===== config.mk =====
export PLATFORM = sky130hd
export DESIGN_NAME = arith_bit_branch_exec
export DESIGN_NICKNAME = d
export VERILOG_FILES = /design/src/exec_pkg.sv /design/src/arith_bit_branch_exec.sv /design/src/nibble_adder.sv
export SDC_FILE = /design/constraint.sdc
export NUM_CORES = 1
export LEC_CHECK = 0
export BUFFER_PORTS_ARGS = -buffer_cell sky130_fd_sc_hd__buf_4
export CORE_ASPECT_RATIO = 0.7
export CORE_MARGIN = 4
export CORE_UTILIZATION = 55
export DETAILED_ROUTE_END_ITERATION = 10
export PLACE_DENSITY_LB_ADDON = 0.1
export REMOVE_ABC_BUFFERS = 1
export SETUP_SLACK_MARGIN = 0.15
export SLEW_MARGIN = 20
export SYNTH_ARGS = -nofsm -noshare
export SYNTH_HDL_FRONTEND = slang
export SYNTH_SLANG_ARGS = --single-unit

===== constraint.sdc =====
create_clock -name clk_sys -period 11.6 [get_ports clk_sys]
set_input_delay 2.32 -clock clk_sys [delete_from_list [all_inputs] [get_ports clk_sys]]
set_output_delay 2.32 -clock clk_sys [all_outputs]
set_load 0.05 [all_outputs]

===== src/exec_pkg.sv =====
// shared constants and types for the arithmetic, bit and branch execution block
package exec_pkg;

  // ----------------------------------------------------------------
  // widths
  // ----------------------------------------------------------------
  localparam int unsigned DATA_W = 8;
  localparam int unsigned ADDR_W = 7;
  localparam int unsigned BIT_W  = 3;
  localparam int unsigned OFS_W  = 9;
  localparam int unsigned PC_W   = 15;

  // ----------------------------------------------------------------
  // field positions
  // ----------------------------------------------------------------
  localparam int unsigned SIGN_POS   = 7;
  localparam int unsigned NIBBLE_POS = 4;
  localparam int unsigned OFS_SIGN   = 8;

  // ----------------------------------------------------------------
  // values after reset and step counts
  // ----------------------------------------------------------------
  localparam logic [DATA_W-1:0] ACC_RESET = 8'h00;
  localparam logic [PC_W-1:0]   PC_RESET  = 15'h0000;
  localparam logic [PC_W-1:0]   PC_STEP   = 15'h0001;
  localparam logic [PC_W-1:0]   PC_SKIP   = 15'h0002;
  localparam int unsigned       LONG_OP_CYCLES = 2;

  // ----------------------------------------------------------------
  // operations and phases
  // ----------------------------------------------------------------
  typedef enum logic [2:0] {
    OP_ADD_ACC_TO_REG,
    OP_ARITH_SHIFT_RIGHT,
    OP_ADD_WITH_CARRY_IN,
    OP_SINGLE_BIT_CLEAR,
    OP_SKIP_IF_BIT_LOW,
    OP_RELATIVE_JUMP
  } op_t;

  typedef enum logic {
    PH_EXEC,
    PH_IDLE
  } phase_t;

endpackage : exec_pkg


===== src/arith_bit_branch_exec.sv =====
// execution unit for add, shift, bit clear, bit skip and relative jump
`timescale 1ns/100ps
`default_nettype none
module arith_bit_branch_exec (
  input  wire logic                          clk_sys,
  input  wire logic                          rst,
  input  wire logic                          op_valid,
  input  wire exec_pkg::op_t                 op_code,
  input  wire logic [exec_pkg::ADDR_W-1:0]   reg_index,
  input  wire logic                          target_sel,
  input  wire logic [exec_pkg::BIT_W-1:0]    bit_num,
  input  wire logic [exec_pkg::OFS_W-1:0]    jump_offset,
  input  wire logic [exec_pkg::DATA_W-1:0]   reg_rdata,
  output logic      [exec_pkg::DATA_W-1:0]   acc,
  output logic                               carry_flag,
  output logic                               nibble_overflow_flag,
  output logic                               zero_flag,
  output logic      [exec_pkg::PC_W-1:0]     program_counter,
  output logic                               reg_wr_en,
  output logic      [exec_pkg::ADDR_W-1:0]   reg_wr_addr,
  output logic      [exec_pkg::DATA_W-1:0]   reg_wr_data,
  output logic                               idle_operation
);
  import exec_pkg::*;

  // ----------------------------------------------------------------
  // state
  // ----------------------------------------------------------------
  typedef struct packed {
    phase_t             phase;
    logic               idle_op;
    logic [DATA_W-1:0]  acc;
    logic               c;
    logic               dc;
    logic               z;
    logic [PC_W-1:0]    pc;
    logic               wr_en;
    logic [ADDR_W-1:0]  wr_addr;
    logic [DATA_W-1:0]  wr_data;
  } state_t;

  state_t s_q;
  state_t s_d;

  logic              exec_go;
  logic              add_cin;
  logic [DATA_W-1:0] add_sum;
  logic              add_cout;
  logic              add_nib;
  logic [DATA_W-1:0] shift_res;
  logic [DATA_W-1:0] clr_res;
  logic [PC_W-1:0]   ofs_ext;

  // an op is only taken in the execute phase; in the idle phase the
  // already fetched instruction is thrown away
  // discard in idle
  assign exec_go = op_valid && (s_q.phase == PH_EXEC);

  // ----------------------------------------------------------------
  // adder, shared by both add forms
  // ----------------------------------------------------------------
  // carry joins sum only for the carry-in add form
  assign add_cin = (op_code == OP_ADD_WITH_CARRY_IN) ? s_q.c : 1'b0;

  nibble_adder u_adder (
    .a           (s_q.acc),
    .b           (reg_rdata),
    .cin         (add_cin),
    .sum         (add_sum),
    .cout        (add_cout),
    .nibble_cout (add_nib)
  );

  assign shift_res = {reg_rdata[SIGN_POS], reg_rdata[DATA_W-1:1]};
  assign clr_res   = reg_rdata & ~(8'h01 << bit_num);
  assign ofs_ext   = {{(PC_W-OFS_W){jump_offset[OFS_SIGN]}}, jump_offset};

  // ----------------------------------------------------------------
  // next state
  // ----------------------------------------------------------------
  always_comb begin
    s_d         = s_q;
    s_d.wr_en   = 1'b0;
    s_d.idle_op = 1'b0;
    s_d.phase   = PH_EXEC;
    if (rst) begin
      s_d.acc     = ACC_RESET;
      s_d.c       = 1'b0;
      s_d.dc      = 1'b0;
      s_d.z       = 1'b0;
      s_d.pc      = PC_RESET;
      s_d.wr_addr = '0;
      s_d.wr_data = ACC_RESET;
    end else if (exec_go) begin
      s_d.pc      = s_q.pc + PC_STEP;
      s_d.wr_addr = reg_index;
      case (op_code)
        OP_ADD_ACC_TO_REG, OP_ADD_WITH_CARRY_IN: begin
          if (target_sel) begin
            s_d.wr_en   = 1'b1;
            s_d.wr_data = add_sum;
          end else begin
            s_d.acc = add_sum;
          end
          s_d.c  = add_cout;
          s_d.dc = add_nib;
          s_d.z  = (add_sum == 8'h00);
        end
        OP_ARITH_SHIFT_RIGHT: begin
          if (target_sel) begin
            s_d.wr_en   = 1'b1;
            s_d.wr_data = shift_res;
          end else begin
            s_d.acc = shift_res;
          end
          s_d.c = reg_rdata[0];
          s_d.z = (shift_res == 8'h00);
        end
        OP_SINGLE_BIT_CLEAR: begin
          s_d.wr_en   = 1'b1;
          s_d.wr_data = clr_res;
        end
        OP_SKIP_IF_BIT_LOW: begin
          if (!reg_rdata[bit_num]) begin
            s_d.pc      = s_q.pc + PC_SKIP;
            s_d.phase   = PH_IDLE;
            s_d.idle_op = 1'b1;
          end
        end
        OP_RELATIVE_JUMP: begin
          s_d.pc      = s_q.pc + PC_STEP + ofs_ext;
          s_d.phase   = PH_IDLE;
          s_d.idle_op = 1'b1;
        end
        default: begin
          s_d.pc = s_q.pc + PC_STEP;
        end
      endcase
    end
  end

  always_ff @(posedge clk_sys) begin
    s_q <= s_d;
  end

  assign acc                  = s_q.acc;
  assign carry_flag           = s_q.c;
  assign nibble_overflow_flag = s_q.dc;
  assign zero_flag            = s_q.z;
  assign program_counter      = s_q.pc;
  assign reg_wr_en            = s_q.wr_en;
  assign reg_wr_addr          = s_q.wr_addr;
  assign reg_wr_data          = s_q.wr_data;
  assign idle_operation       = s_q.idle_op;
endmodule : arith_bit_branch_exec
`default_nettype wire


===== src/nibble_adder.sv =====
// 8-bit adder with carry in, carry out and nibble carry out
`timescale 1ns/100ps
`default_nettype none
module nibble_adder (
  input  wire logic [7:0] a,
  input  wire logic [7:0] b,
  input  wire logic       cin,
  output logic      [7:0] sum,
  output logic            cout,
  output logic            nibble_cout
);
  logic [4:0] low;
  logic [4:0] high;

  // ----------------------------------------------------------------
  // two nibble stages so the bit 3 carry is visible
  // ----------------------------------------------------------------
  always_comb begin
    low         = {1'b0, a[3:0]} + {1'b0, b[3:0]} + {4'h0, cin};
    high        = {1'b0, a[7:4]} + {1'b0, b[7:4]} + {4'h0, low[4]};
    sum         = {high[3:0], low[3:0]};
    cout        = high[4];
    nibble_cout = low[4];
  end
endmodule : nibble_adder
`default_nettype wire

# --- After elaboration in Yosys (flattened, before gate mapping) ---
# Cells that the tools add are included.
word_totals:
  output_inout_bits: 43
  regBits: 44
  input_bits: 34
  wordCells: 61
op_classes:
  n_shift: 1
  magnitude_cmp: 1
  n_bitwise: 4
  n_mux: 16
  reduce_logical: 13
  n_eq_ne: 9
  addsub: 7
op_table:
  columns: ["operator", "count"]
  rows:
  - ["2-to-1 mux 8 bit", 4]
  - ["case mux 15 bit (2 select lines)", 1]
  - ["case mux 8 bit (3 select lines)", 1]
  - ["case mux 9 bit (2 select lines)", 1]
  - ["zero test 8 bit", 2]
  - ["adder 15 x 1 -> 15 bit (second input constant)", 1]
  - ["adder 15 bit", 1]
  - ["adder 15 x 2 -> 15 bit (second input constant)", 1]
  - ["2-to-1 mux 15 bit", 1]
  - ["adder 4 x 4 -> 5 bit", 2]
  - ["adder 5 x 1 -> 5 bit", 2]
  - ["AND 8 bit", 1]
  - ["inequality test 2 bit (second input constant)", 4]
  - ["inverter 8 bit", 1]
  - ["AND reduction 4 bit", 2]
  - ["<< shifter 1 x 3 -> 8 bit (first input constant)", 1]
  - ["== test 3 x 2 -> 1 bit (second input constant)", 2]
  - ["== test 3 bit (second input constant)", 2]
  - ["less-than comparator 3 x 4 -> 1 bit (second input constant)", 1]
  - ["case mux 1 bit (2 select lines)", 2]
  - ["case mux 2 bit (2 select lines)", 1]
  - ["AND reduction 2 bit", 2]
  - ["OR reduction 2 bit", 2]
  - ["binary-select mux 1 bit (select 3 bit)", 1]
  - ["other kinds (9)", 12]

# --- Depth between registers and ports, before layout ---
# Gate-level depths: netlist of run 1.
logic_depth:
  depth_word: 6
  depth_mapped: 16
  depth_no_buf: 15

# --- By module ---
# Synthesis of run 1 repeated with hierarchy kept, for this count alone.
hier_totals:
  hier_cells: 489
  area_unflattened_um2: 3729.8
by_module_without_submodules:
  columns: ["mod", "instances", "area_per_inst_um2", "cells_per_inst", "seq_area_each_um2"]
  rows:
  - ["arith_bit_branch_exec", 1, 3442.1, 456, 860.8]
  - ["nibble_adder", 1, 287.8, 33, 0.0]

# --- Worst setup path before layout of run 1 ---
# OpenSTA, ideal clock, no wires.
synth_timing:
  path_type: "input to register"
  startpoint: "in op_code[0]"
  endpoint: "reg s_q (netlist bit zero_flag)"
  t_required_ns: 11.514
  stages: 16
  setup_ns: 0.086
  setup_slack_ns: 5.712
  t_arrival_ns: 5.802
  path_cell_list: "clkbuf_1 -> clkbuf_1 -> or4b_2 -> fa_1 -> fa_1 -> nor2b_1 -> o21ai_0 -> nand2b_1 -> fa_1 -> inv_1 -> fa_1 -> xor2_1 -> nand2_1 -> nor4_1 -> a22oi_1 -> a211oi_1"
synth_between:
  elab_chain_len: 6
  word_cells_on_any_way: 11
synth_lines:
  columns: ["element", "line", "rtl"]
  rows:
  - ["from (decl)", "arith_bit_branch_exec.sv:8", "input wire exec_pkg::op_t op_code,"]
  - ["== test 3 x 2 -> 1 bit", "arith_bit_branch_exec.sv:63", "assign add_cin = (op_code == OP_ADD_WITH_CARRY_IN) ? s_q.c : 1'b0;"]
  - ["2-to-1 mux 1 bit", "arith_bit_branch_exec.sv:63", null]
  - ["adder 5 x 1 -> 5 bit", "nibble_adder.sv:19", "low = {1'b0, a[3:0]} + {1'b0, b[3:0]} + {4'h0, cin};"]
  - ["named net add_nib", "arith_bit_branch_exec.sv:49", "logic add_nib;"]
  - ["adder 5 x 1 -> 5 bit", "nibble_adder.sv:20", "high = {1'b0, a[7:4]} + {1'b0, b[7:4]} + {4'h0, low[4]};"]
  - ["zero test 8 bit", "arith_bit_branch_exec.sv:107", "s_d.z = (add_sum == 8'h00);"]
  - ["case mux 1 bit (2 select lines)", "arith_bit_branch_exec.sv:97", "case (op_code)"]
  - ["to (signal assigned)", "arith_bit_branch_exec.sv:143", "s_q <= s_d;"]
  - ["to (decl)", "arith_bit_branch_exec.sv:42", "state_t s_q;"]
# The timed path passes the listed nets, and every way through them passes these cells.
# A chain may end at the register's enable or synchronous reset.

# --- Worst setup path after layout of run 1 ---
layout_timing:
  startpoint: "in op_code[1]"
  endpoint: "reg s_q (netlist bit zero_flag)"
# Same word-level chain as after synthesis.

==> qor.txt, run 1 <==
Hold Vio Cnt, Final -> 0
CP Buf/Inv Count -> 3
vias in the first global route -> 3692
Reg area -> 861 µm²
register area share after synthesis -> 22.8%
Peak VDD IR -> 0.0604 mV
IO Count -> 77
pin count of the biggest net entering global routing -> 45
post-layout util -> 68.8%
startpoint types -> input pin
Fin Setup TNS -> 0 ns
P per Cell Area -> 96.0 mW/mm²
period utilisation layout -> 51.1%
RSZ-0062 raised after global routing -> no
core box area -> 0.00643 mm²
GR Util All Layers -> 26.7%
cts hold-fix bufs -> 0
DR iter-0 viols -> 377
commonest non-fill, non-tap cell in the layout -> buf_4
Primary FF master, synth -> dfxtp_1
Synth Cell Area -> 0.00377 mm²
DRC viols -> 0
Num CTS Buffers -> 5
footprint of the multi-input gates -> 0.00270 mm²
clock tree buffer depth -> 2
routed length per placed instance -> 17.2 µm
die span in y -> 77.3 µm
initial antenna violation count -> 0
status -> completed
Root Driver -> clkbuf_8
row cnt -> 24
Die W -> 107 µm
WHS -> 0.456 ns
Seq pwr share -> 39.3%
Sw Pwr -> 0.000170 W
worst-path maximum fanout -> 14
cell count after synthesis -> 506
Global Route met2 Usage -> 39.3%
Slew headroom -> 45.0%
max cap viols -> 0
Worst path most repeated cell -> fa_1
Slew Limit Fails -> 0
Peak Freq -> 169 MHz
Final nets -> 618
Sink Count -> 43
reg2reg path depth -> 13
Post-CTS Setup Bufs -> 0
hpwl dp -> 8.47 mm
PostCTS Resize Cnt -> 0
critical path depth -> 16
Clock Latency Late Sink -> 0.31 ns
Area Growth Syn to Fin -> 17.2%
worst reg-to-reg setup slack -> 7.69 ns
global-route wire length before repair -> 18.2 mm
Final setup violation count -> 0
worst-margin pin slew -> 0.825 ns
Sw Ratio -> 40.0%
Setup CP Type -> in -> reg
max incr delay on CP -> 0.70 ns
worst path required time -> 11.83 ns
clk slew on worst S/H paths -> 0.10 ns
detailed-route wire length -> 11.2 mm
min Tclk post-route -> 5.92 ns
Fillers -> 602
global routing usage on met3 -> 4.45%
Min-Delay Path Class -> reg -> reg
worst-path cell with the longest stage delay -> or4b_2
CP endpoint kind -> flop
drt pass-1 iters -> 6
Comb pwr share -> 36.3%
Most Crowded Layer GR -> met1
remaining antenna violation count -> 0
Post-synth EDFFs -> 0
GRT met1 Usage -> 41.1%
WP data arrival -> 6.15 ns
clk_skew -> 0.0126 ns
Crit path max-delay family -> adder cells
Die ar. -> 0.00826 mm²
leakage -> 1.80 nW
commonest cells after routing, fill and taps aside -> 78 x buf_4, 63 x nand2_1, 46 x nor2_1, 44 x a21oi_1, 43 x dfxtp_1
gpl congestion -> 0.911
WHS Path Cells -> 2
Avg Vias per Cell -> 6.23
clock share of power -> 24.4%
Async SR Flop Fraction -> 0%
CTS tree -> yes
number of diodes -> 0
Yosys cell types -> 67
via count -> 4046
layout cells sized above 1 -> 16.8%
#FFs+latches synth -> 43
H-tree depth -> 2
starting density of the core -> 58.6%
Int Pwr -> 0.000255 W
Port Buffers -> 76
grt total ovfl -> 0
Yosys warning total -> 0
CP Cell Sequence -> buf_4 > clkinv_1 > or4b_2 > fa_1 > fa_1 > nor2b_1 > o21ai_0 > nand2b_1 > fa_1 > inv_1 > fa_1 > xor2_1 > nand2_1 > nor4_1 > a22oi_1 > a211oi_1
syn avg cell area -> 7.45 µm²
worst min-delay path: cells and delay by family (launching register included):
kind	cells	cell delay [ns]
and+or+nand+nor	1	0.05
DFF	1	0.32
AOI/OAI and AO/OA	1	0.05
registers in the layout, summed over array words and instances, names as in the netlist:
signal / cells
program_counter: 15
acc: 8
reg_wr_data: 8
reg_wr_addr: 7
carry_flag: 1
nibble_overflow_flag: 1
reg_wr_en: 1
s_q: 1
zero_flag: 1
per-layer routing:
layer,wire length (µm),up-vias,share of wire [%]
met5,0,-,0
met3,1080,14,9.7
met4,93,0,0.83
met1,5290,1899,47
li1,-,1932,-
met2,4710,201,42
metrics by stage:
stage          worst slack, ns  total power, W  instance area (µm²)  std cells
2_1_floorplan             5.96        0.000268                 3630        472
3_3_place_gp              5.56        0.000319                 4330        641
3_5_place_dp              5.37        0.000322                 4330        641
4_1_cts                   5.71        0.000423                 4420        649
5_1_grt                   5.43        0.000446                 4420        649
6_report                  5.68        0.000424                 4420        649
logic make-up (layout without fill, tap and decap cells):
logic type | count (synthesis) | count (layout) | share of synthesized area, %
XOR/XNOR | 34 | 34 | 7.90
AO/OA/AOI/OAI | 147 | 147 | 25.7
AND/OR/NAND/NOR | 195 | 195 | 25.7
adder cells (fa/ha/maj) | 27 | 27 | 9.96
buffers and inverters | 52 | 104 | 5.58
multiplexers | 8 | 8 | 2.32
flip-flops | 43 | 43 | 22.8
cell type report:
class | instances | share of cell area, %
multi-input combinational | 411 | 61.1
timing repair buffer | 78 | 13.3
tap | 91 | 2.58
sequential | 43 | 19.5
clock buffer | 5 | 1.56
clock inverter | 3 | 0.538
inverter | 18 | 1.53
power by group through the flow:
stage	Clock, W	Sequential (W)	Combinational, W
after global placement	0	0.000169	0.000149
after floorplan	0	0.000194	0.0000744
final	0.000104	0.000167	0.000154
after global routing	0.000111	0.000168	0.000167
after detailed placement	0	0.000170	0.000152
after CTS	0.000104	0.000166	0.000153
worst paths after layout:
path	startpoint	to
worst max-delay path	op_code[1]	zero_flag
worst min-delay path	reg_wr_data[4]	reg_wr_data[4]
worst max register to register	program_counter[0]	program_counter[13]
worst min register to register	reg_wr_data[4]	reg_wr_data[4]
synthesized netlist by cell type (all sizes together) (3+ instances only):
library cell	count	area share (%)
o21bai	3	0.60
o21a	4	0.80
nand4	6	1.0
a21o	5	1.0
a311oi	9	2.1
o21ai	28	3.8
a211oi	13	2.6
mux2	3	1.0
nor3	11	1.6
dfxtp	43	23
nor3b	6	1.2
o31ai	3	0.60
nand3b	4	0.80
nor2	47	4.7
buf	6	0.96
nor2b	10	1.7
xor2	13	3.0
clkbuf	28	2.8
a31oi	4	0.66
xnor2	21	4.9
nand3	9	1.2
nand4b	4	0.93
or3	7	1.2
a21oi	44	5.8
inv	17	1.7
o211ai	12	2.4
nor4	3	0.50
ha	22	7.3
nand2b	4	0.66
nand2	64	6.4
fa	5	2.7
mux2i	5	1.3
o311ai	4	0.93
and3	10	1.7
and2	3	0.50
Power figures use the tool's default switching activity.
==> run 2, diff against run 1 <==
--- a/config.mk
+++ b/config.mk
@@ -5,10 +5,11 @@
 export SDC_FILE = /design/constraint.sdc
 export NUM_CORES = 1
 export LEC_CHECK = 0
+export ABC_AREA = 1
 export BUFFER_PORTS_ARGS = -buffer_cell sky130_fd_sc_hd__buf_4
 export CORE_ASPECT_RATIO = 0.7
 export CORE_MARGIN = 4
-export CORE_UTILIZATION = 55
+export CORE_UTILIZATION = 51
 export DETAILED_ROUTE_END_ITERATION = 10
 export PLACE_DENSITY_LB_ADDON = 0.1
 export REMOVE_ABC_BUFFERS = 1
==> constraint.sdc (replaced) <==
create_clock -name clk_sys -period 5 [get_ports clk_sys]
set_input_delay 1 -clock clk_sys [delete_from_list [all_inputs] [get_ports clk_sys]]
set_output_delay 1 -clock clk_sys [all_outputs]
set_load 0.05 [all_outputs]
==> run 2 against run 1 <==
  * Clock-buffer cell count up 1
  * Critical path depth fell by 1
  * Sequential cell count stayed put
  * First-iteration DRC count is 12% higher
  * Largest cell class unchanged
==> qor.txt, run 2 <==
Synth Area in Adders -> 9.31% (was 9.96%)
DR iter-0 viols -> 423 (was 377)
Slew Limit Fails -> 0 (unchanged)
hpwl dp -> 10.4 mm (was 8.47 mm)
Yosys top cell area share -> 21.4% (was 22.8%)
detailed-route wire length -> 13.2 mm (was 11.2 mm)
Peak Freq -> 257 MHz
Area after DPL -> 0.00465 mm² (was 0.00433 mm²)
Yosys warning total -> 0 (unchanged)
cts hold-fix bufs -> 0 (unchanged)
Area Growth Syn to Fin -> 19.7% (was 17.2%)
cell count after synthesis -> 638 (was 506)
worst reg-to-reg setup slack -> 1.71 ns (was 7.69 ns)
PostCTS Resize Cnt -> 0 (unchanged)
Port Buffers -> 76 (unchanged)
final worst setup slack -> 1.11 ns (was 5.68 ns)
initial antenna violation count -> 0 (unchanged)
Reg area -> 861 µm² (unchanged)
Num CTS Buffers -> 5 (unchanged)
cell area after layout -> 0.00482 mm² (was 0.00442 mm²)
post-layout util -> 64.5% (was 68.8%)
Avg Vias per Cell -> 5.55 (was 6.23)
CTS tree -> yes (unchanged)
mux cell area share after synthesis -> 0% (was 2.32%)
Fillers -> 746 (was 602)
Clock Latency Late Sink -> 0.29 ns (was 0.31 ns)
gpl congestion -> 0.967 (was 0.911)
simple-gate share of the synthesized area -> 38.0% (was 25.7%)
synth top area cells -> dfxtp_1 21%, nand2_1 14%, nor2_1 7.7%, inv_1 7.4%, ha_1 6.8% (was dfxtp_1 23%, ha_1 7.3%, nand2_1 6.3%, a21oi_1 5.8%, xnor2_1 4.9%)
starting density of the core -> 53.9% (was 58.6%)
Global Route met2 Usage -> 38.7% (was 39.3%)
worst-margin pin slew -> 0.986 ns (was 0.825 ns)
Peak VDD IR -> 0.162 mV (was 0.0604 mV)
clk_skew -> 0.00735 ns (was 0.0126 ns)
Final setup violation count -> 0 (unchanged)
startpoint types -> input pin (unchanged)
WHS Path Cells -> 2 (unchanged)
Async SR Flop Fraction -> 0% (unchanged)
Min-Delay Path Class -> reg -> reg (unchanged)
Die W -> 114 µm (was 107 µm)
Critical path origin -> op_code[0] (was op_code[1])
IO Count -> 77 (unchanged)
pin count of the biggest net entering global routing -> 37 (was 45)
Finished Layout Cells -> 807 (was 649)
Fin Setup TNS -> 0 ns (unchanged)
#FFs+latches synth -> 43 (unchanged)
Post-CTS Setup Bufs -> 0 (unchanged)
worst path required time -> 5.22 ns (was 11.83 ns)
Hold EP -> reg_wr_data[7] (was reg_wr_data[4])
Primary FF master, synth -> dfxtp_1 (unchanged)
core box area -> 0.00748 mm² (was 0.00643 mm²)
area leader, netlist -> dfxtp_1 (unchanged)
worst-path maximum fanout -> 4 (was 14)
row cnt -> 26 (was 24)
global routing usage on met3 -> 5.54% (was 4.45%)
global-route wire length before repair -> 21.3 mm (was 18.2 mm)
syn avg cell area -> 6.32 µm² (was 7.45 µm²)
reg2reg path depth -> 13 (unchanged)
clock tree buffer depth -> 2 (unchanged)
RSZ-0062 raised after global routing -> no (unchanged)
Reg2Reg Launch Point -> carry_flag (was program_counter[0])
period utilisation layout -> 77.8%
vias in the first global route -> 4056 (was 3692)
drt pass-1 iters -> 5 (was 6)
post-place setup slack -> 0.846 ns (was 5.37 ns)
Post-synth EDFFs -> 0 (unchanged)
WP data arrival -> 4.11 ns (was 6.15 ns)
P per Cell Area -> 257 mW/mm² (was 96.0 mW/mm²)
Hold Vio Cnt, Final -> 0 (unchanged)
register area share after synthesis -> 21.4% (was 22.8%)
Setup CP Type -> in -> reg (unchanged)
leakage -> 2.49 nW (was 1.80 nW)
routed length per placed instance -> 16.3 µm (was 17.2 µm)
clk slew on worst S/H paths -> 0.06 ns (was 0.10 ns)
min Tclk post-route -> 3.89 ns
CP endpoint kind -> flop (unchanged)
via count -> 4477 (was 4046)
number of diodes -> 0 (unchanged)
placed cell count -> 799 (was 641)
GRT met1 Usage -> 46.5% (was 41.1%)
Die ar. -> 0.00941 mm² (was 0.00826 mm²)
Slew headroom -> 33.9% (was 45.0%)
Yosys cell types -> 41 (was 67)
Sink Count -> 43 (unchanged)
Synth Cell Area -> 0.00403 mm² (was 0.00377 mm²)
die span in y -> 82.4 µm (was 77.3 µm)
Final nets -> 769 (was 618)
layout cells sized above 1 -> 18.6% (was 16.8%)
top cells by count, synth -> 146 x nand2_1, 83 x nor2_1, 79 x inv_1 (was 63 x nand2_1, 46 x nor2_1, 44 x a21oi_1)
hold_sp -> reg_wr_data[7] (was reg_wr_data[4])
remaining antenna violation count -> 0 (unchanged)
top-count cell post-synth -> nand2_1 (unchanged)
H-tree depth -> 2 (unchanged)
commonest non-fill, non-tap cell in the layout -> nand2_1 (was buf_4)
GR Util All Layers -> 28.8% (was 26.7%)
reg2reg end -> zero_flag (was program_counter[13])
Root Driver -> clkbuf_16 (was clkbuf_8)
Most Crowded Layer GR -> met1 (unchanged)
Post-Synth XOR/XNOR Area -> 4.97% (was 7.90%)
grt total ovfl -> 0 (unchanged)
status -> completed (unchanged)
number of flip-flops under the largest register name -> 15 (unchanged)
combinational family with the most area after synthesis -> simple AND/OR/NAND/NOR gates (unchanged)
DRC viols -> 0 (unchanged)
footprint of the multi-input gates -> 0.00276 mm² (was 0.00270 mm²)
post-synthesis compound-gate area fraction -> 16.2% (was 25.7%)
commonest cells after routing, fill and taps aside -> 146 x nand2_1, 83 x nor2_1, 78 x inv_1, 77 x buf_4, 48 x nand3_1 (was 78 x buf_4, 63 x nand2_1, 46 x nor2_1, 44 x a21oi_1, 43 x dfxtp_1)
max cap viols -> 0 (unchanged)
-- run 2: power by group --
| group | internal (W) | switching, W | total, W | leakage (nW) |
|---|---|---|---|---|
| combinational | 0.000147 | 0.000303 | 0.000450 | 2.05 |
| sequential | 0.000366 | 0.0000294 | 0.000395 | 0.354 |
| clock | 0.000249 | 0.000145 | 0.000394 | 0.0868 |
-- run 2: worst max-delay path: stages --
cell     delay [ns]
buf_4          0.14
inv_2          0.12
nand4_1        0.12
fa_1           0.45
fa_1           0.42
o21ai_0        0.35
fa_1           0.27
inv_1          0.06
fa_1           0.37
or2_2          0.34
nand2_1        0.07
nand2_1        0.04
nor3_1         0.16
nand2_1        0.07
a21oi_1        0.11
-- run 2: how the worst max path moves through the flow --
stage | slack, ns | end | depth (start not counted)
after floorplan | 1.32 | zero_flag | 14
after global placement | 0.94 | zero_flag | 15
after detailed placement | 0.85 | zero_flag | 15
after CTS | 1.14 | zero_flag | 15
after global routing | 0.98 | zero_flag | 15
final | 1.11 | zero_flag | 15
-- run 2: logic make-up (layout without fill, tap and decap cells) --
family | after synthesis | in the layout
buf+inv | 101 | 172
simple gates | 330 | 330
xor+xnor | 22 | 22
fa+ha+maj | 27 | 27
flops | 43 | 43
compound gates | 115 | 115
-- run 2: stage by stage --
stage	hold WS, ns	power (W)
after CTS	0.509	0.00123
after global routing	0.554	0.00131
final	0.518	0.00124
after global placement	0.494	0.000838
after floorplan	0.711	0.000699
after detailed placement	0.501	0.000843
-- run 2: area by class of cell --
class | count | area share, %
Clock buffer | 6 | 2.88
Tap cell | 98 | 2.54
Clock inverter | 2 | 0.726
Multi-Input combinational cell | 494 | 57.2
Inverter | 87 | 6.82
Sequential cell | 43 | 17.8
Timing Repair Buffer | 77 | 12.0
-- run 2: layer usage --
layer,up-vias,routed length (µm)
met4,0,144
met3,11,1180
met5,-,0
met2,194,5070
met1,2055,6800
li1,2217,-
==> run 3, diff against run 2 <==
--- a/config.mk
+++ b/config.mk
@@ -5,7 +5,7 @@
 export SDC_FILE = /design/constraint.sdc
 export NUM_CORES = 1
 export LEC_CHECK = 0
-export ABC_AREA = 1
+export ABC_AREA = 0
 export BUFFER_PORTS_ARGS = -buffer_cell sky130_fd_sc_hd__buf_4
 export CORE_ASPECT_RATIO = 0.7
 export CORE_MARGIN = 4
==> constraint.sdc (replaced) <==
create_clock -name clk_sys -period 3.5 [get_ports clk_sys]
set_input_delay 0.7 -clock clk_sys [delete_from_list [all_inputs] [get_ports clk_sys]]
set_output_delay 0.7 -clock clk_sys [all_outputs]
set_load 0.05 [all_outputs]
==> run 3 against run 2 <==
  * Hold slack got worse by 0.063 ns
  * Clock-buffer cell count rose by 2
  * Sequential cell count did not move
  * The flow now finishes with violations (setup timing)
  * First-iteration DRC count fell by 16%
  * Clock power fell by 7.9%
  * Combinational power rose by 27%
  * Power rose by 19%
  * Sequential share of layout area rose by 0.32 points
  * Largest power group unchanged
==> qor.txt, run 3 (synthesis gave the netlist of run 1 again) <==
Fin Setup TNS -> -0.315 ns (was 0 ns)
Sw Pwr -> 0.000562 W (was 0.000477 W)
Final nets -> 646 (was 769)
Worst path most repeated cell -> fa_2 (was fa_1)
initial antenna violation count -> 0 (unchanged)
core box area -> 0.00698 mm² (was 0.00748 mm²)
reg2reg end -> zero_flag (unchanged)
M1 wire length -> 5.73 mm (was 6.80 mm)
Slew Limit Fails -> 0 (unchanged)
final worst setup slack -> -0.270 ns (was 1.11 ns)
Clock Latency Late Sink -> 0.30 ns (was 0.29 ns)
routed length per placed instance -> 17.9 µm (was 16.3 µm)
CTS tree -> yes (unchanged)
Peak Freq -> 265 MHz
top layer used by detailed routing -> met4 (unchanged)
H-tree depth -> 2 (unchanged)
period utilisation layout -> 108%
die span in y -> 79.9 µm (was 82.4 µm)
Final setup violation count -> 3 (was 0)
DR iter-0 viols -> 355 (was 423)
Avg Vias per Cell -> 6.10 (was 5.55)
Sw Ratio -> 38.0% (was 38.5%)
startpoint types -> input pin (unchanged)
worst path required time -> 3.72 ns (was 5.22 ns)
P per Cell Area -> 312 mW/mm² (was 257 mW/mm²)
placed cell count -> 665 (was 799)
worst-margin pin slew -> 0.816 ns (was 0.986 ns)
Reg2Reg Launch Point -> carry_flag (unchanged)
detailed-route wire length -> 12.2 mm (was 13.2 mm)
Port Buffers -> 76 (unchanged)
Die W -> 111 µm (was 114 µm)
Die ar. -> 0.00885 mm² (was 0.00941 mm²)
Sink Count -> 43 (unchanged)
status -> finished with violations (was completed)
max cap viols -> 0 (unchanged)
pin count of the biggest net entering global routing -> 45 (was 37)
CP Cell Sequence -> buf_8 > clkinv_4 > or4b_4 > fa_2 > fa_2 > nor2b_1 > o21ai_1 > nand2b_1 > fa_2 > inv_2 > fa_2 > nand4b_1 > nor4_2 > a22oi_1 > a211oi_1 (was buf_4 > inv_2 > nand4_1 > fa_1 > fa_1 > o21ai_0 > fa_1 > inv_1 > fa_1 > or2_2 > nand2_1 > nand2_1 > nor3_1 > nand2_1 > a21oi_1)
Slew headroom -> 45.4% (was 33.9%)
Reg area -> 862 µm² (was 861 µm²)
Setup CP Type -> in -> reg (unchanged)
Hold Vio Cnt, Final -> 0 (unchanged)
Critical path origin -> op_code[1] (was op_code[0])
GR Util All Layers -> 27.5% (was 28.8%)
RSZ-0062 raised after global routing -> yes (was no)
CP endpoint kind -> flop (unchanged)
Comb pwr share -> 38.7% (was 36.3%)
gpl congestion -> 0.978 (was 0.967)
Int Pwr -> 0.000917 W (was 0.000762 W)
hpwl dp -> 8.98 mm (was 10.4 mm)
crit path capture -> zero_flag (unchanged)
clk slew on worst S/H paths -> 0.08 ns (was 0.06 ns)
WP data arrival -> 3.99 ns (was 4.11 ns)
worst reg-to-reg setup slack -> -0.04 ns (was 1.71 ns)
Min-Delay Path Class -> reg -> reg (unchanged)
Num CTS Buffers -> 5 (unchanged)
drt pass-1 iters -> 4 (was 5)
min Tclk post-route -> 3.77 ns
Fillers -> 586 (was 746)
IO Count -> 77 (unchanged)
via count -> 4146 (was 4477)
worst-path cell with the longest stage delay -> fa_2 (was fa_1)
routed wl met2 -> 4.98 mm (was 5.07 mm)
DRC viols -> 0 (unchanged)
metal3 WL -> 1.35 mm (was 1.18 mm)
grt total ovfl -> 0 (unchanged)
critical path depth -> 15 (unchanged)
leakage -> 1.97 nW (was 2.49 nW)
commonest non-fill, non-tap cell in the layout -> buf_4 (was nand2_1)
reg2reg path depth -> 13 (unchanged)
clock share of power -> 24.5% (was 31.8%)
layout cells sized above 1 -> 23.9% (was 18.6%)
number of diodes -> 0 (unchanged)
Root Driver -> clkbuf_8 (was clkbuf_16)
worst-path maximum fanout -> 2 (was 4)
commonest cells after routing, fill and taps aside -> 101 x buf_4, 63 x nand2_1, 45 x nor2_1, 43 x a21oi_1, 42 x dfxtp_1 (was 146 x nand2_1, 83 x nor2_1, 78 x inv_1, 77 x buf_4, 48 x nand3_1)
Finished Layout Cells -> 680 (was 807)
remaining antenna violation count -> 0 (unchanged)
clk_skew -> 0.00690 ns (was 0.00735 ns)
failing checks -> setup timing
post-place setup slack -> -0.700 ns (was 0.846 ns)
Crit path max-delay family -> adder cells (unchanged)
Seq pwr share -> 36.8% (was 31.9%)
number of flip-flops under the largest register name -> 15 (unchanged)
global-route wire length before repair -> 19.9 mm (was 21.3 mm)
max incr delay on CP -> 0.53 ns (was 0.45 ns)
Area Growth Syn to Fin -> 25.9% (was 19.7%)
footprint of the multi-input gates -> 0.00277 mm² (was 0.00276 mm²)
row cnt -> 25 (was 26)
Peak VDD IR -> 0.191 mV (was 0.162 mV)
vias in the first global route -> 3959 (was 4056)
starting density of the core -> 54.0% (was 53.9%)
clock tree buffer depth -> 2 (unchanged)
CP Buf/Inv Count -> 3 (unchanged)
==> run 3: cell count changes in the layout (fill, tap and decap cells not counted), sizes merged, moves of 12 or more <==
cell and delta:
xnor2 +16, nand2 -88, a211oi +12, buf +29, o21ai -27, nand3 -42, nor2 -54, inv -69
==> run 3: how the worst min path moves through the flow <==
stage | from | endpoint | cells past startpoint
after floorplan | reg_wr_data[0] | reg_wr_data[0] | 2
after global placement | reg_wr_data[0] | reg_wr_data[0] | 2
after detailed placement | reg_wr_data[0] | reg_wr_data[0] | 2
after CTS | reg_wr_data[0] | reg_wr_data[0] | 2
after global routing | reg_wr_addr[2] | reg_wr_addr[2] | 2
final | reg_wr_data[0] | reg_wr_data[0] | 2
==> run 3: layout make-up <==
class                           instances  area share (%)
Multi-Input combinational cell        411            58.4
Sequential cell                        43            18.2
Timing Repair Buffer                  106            17.3
Tap cell                               94            2.48
Clock buffer                            8            2.11
Inverter                               18            1.53
==> run 3: stage by stage <==
stage	instance area [µm²]	hold slack [ns]	power [W]	util [%]
5_1_grt	4750	0.483	0.00156	68.0
3_5_place_dp	4490	0.448	0.00109	64.3
3_3_place_gp	4490	0.438	0.00108	64.3
2_1_floorplan	3630	0.668	0.000889	-
6_report	4750	0.455	0.00148	68.0
4_1_cts	4660	0.458	0.00146	66.8
==> run 3: per-layer routing <==
| metal | global-route usage (%) | vias up |
|---|---|---|
| li1 | - | 1990 |
| met1 | 39.3 | 1917 |
| met2 | 41.3 | 224 |
| met3 | 7.42 | 15 |
| met4 | 5.66 | 0 |
| met5 | 0 | - |
==> run 3: power groups by stage <==
| stage | Combinational (W) | Clock [W] | Sequential, W |
|---|---|---|---|
| finish | 0.000572 | 0.000363 | 0.000544 |
| global route | 0.000621 | 0.000386 | 0.000549 |
| CTS | 0.000549 | 0.000372 | 0.000543 |
| detailed placement | 0.000536 | 0 | 0.000554 |
| global placement | 0.000527 | 0 | 0.000553 |
| floorplan | 0.000247 | 0 | 0.000642 |
==> run 3: worst register-to-register path: stages, from the launching register on <==
cell and delay [ns]:
dfxtp_1 0.34, or4b_4 0.47, fa_2 0.37, fa_2 0.35
nor2b_1 0.12, o21ai_1 0.07, nand2b_1 0.14, fa_2 0.24
inv_2 0.04, fa_2 0.53, nand4b_1 0.13, nor4_2 0.28
a22oi_1 0.11, a211oi_1 0.27
==> run 3: what timing repair did <==
action                     4_1_cts  5_1_grt
pin swaps                        8       17
setup buffers                    3        4
resized for setup               18       15
hold buffers                     0        0
setup endpoints to repair        9       13
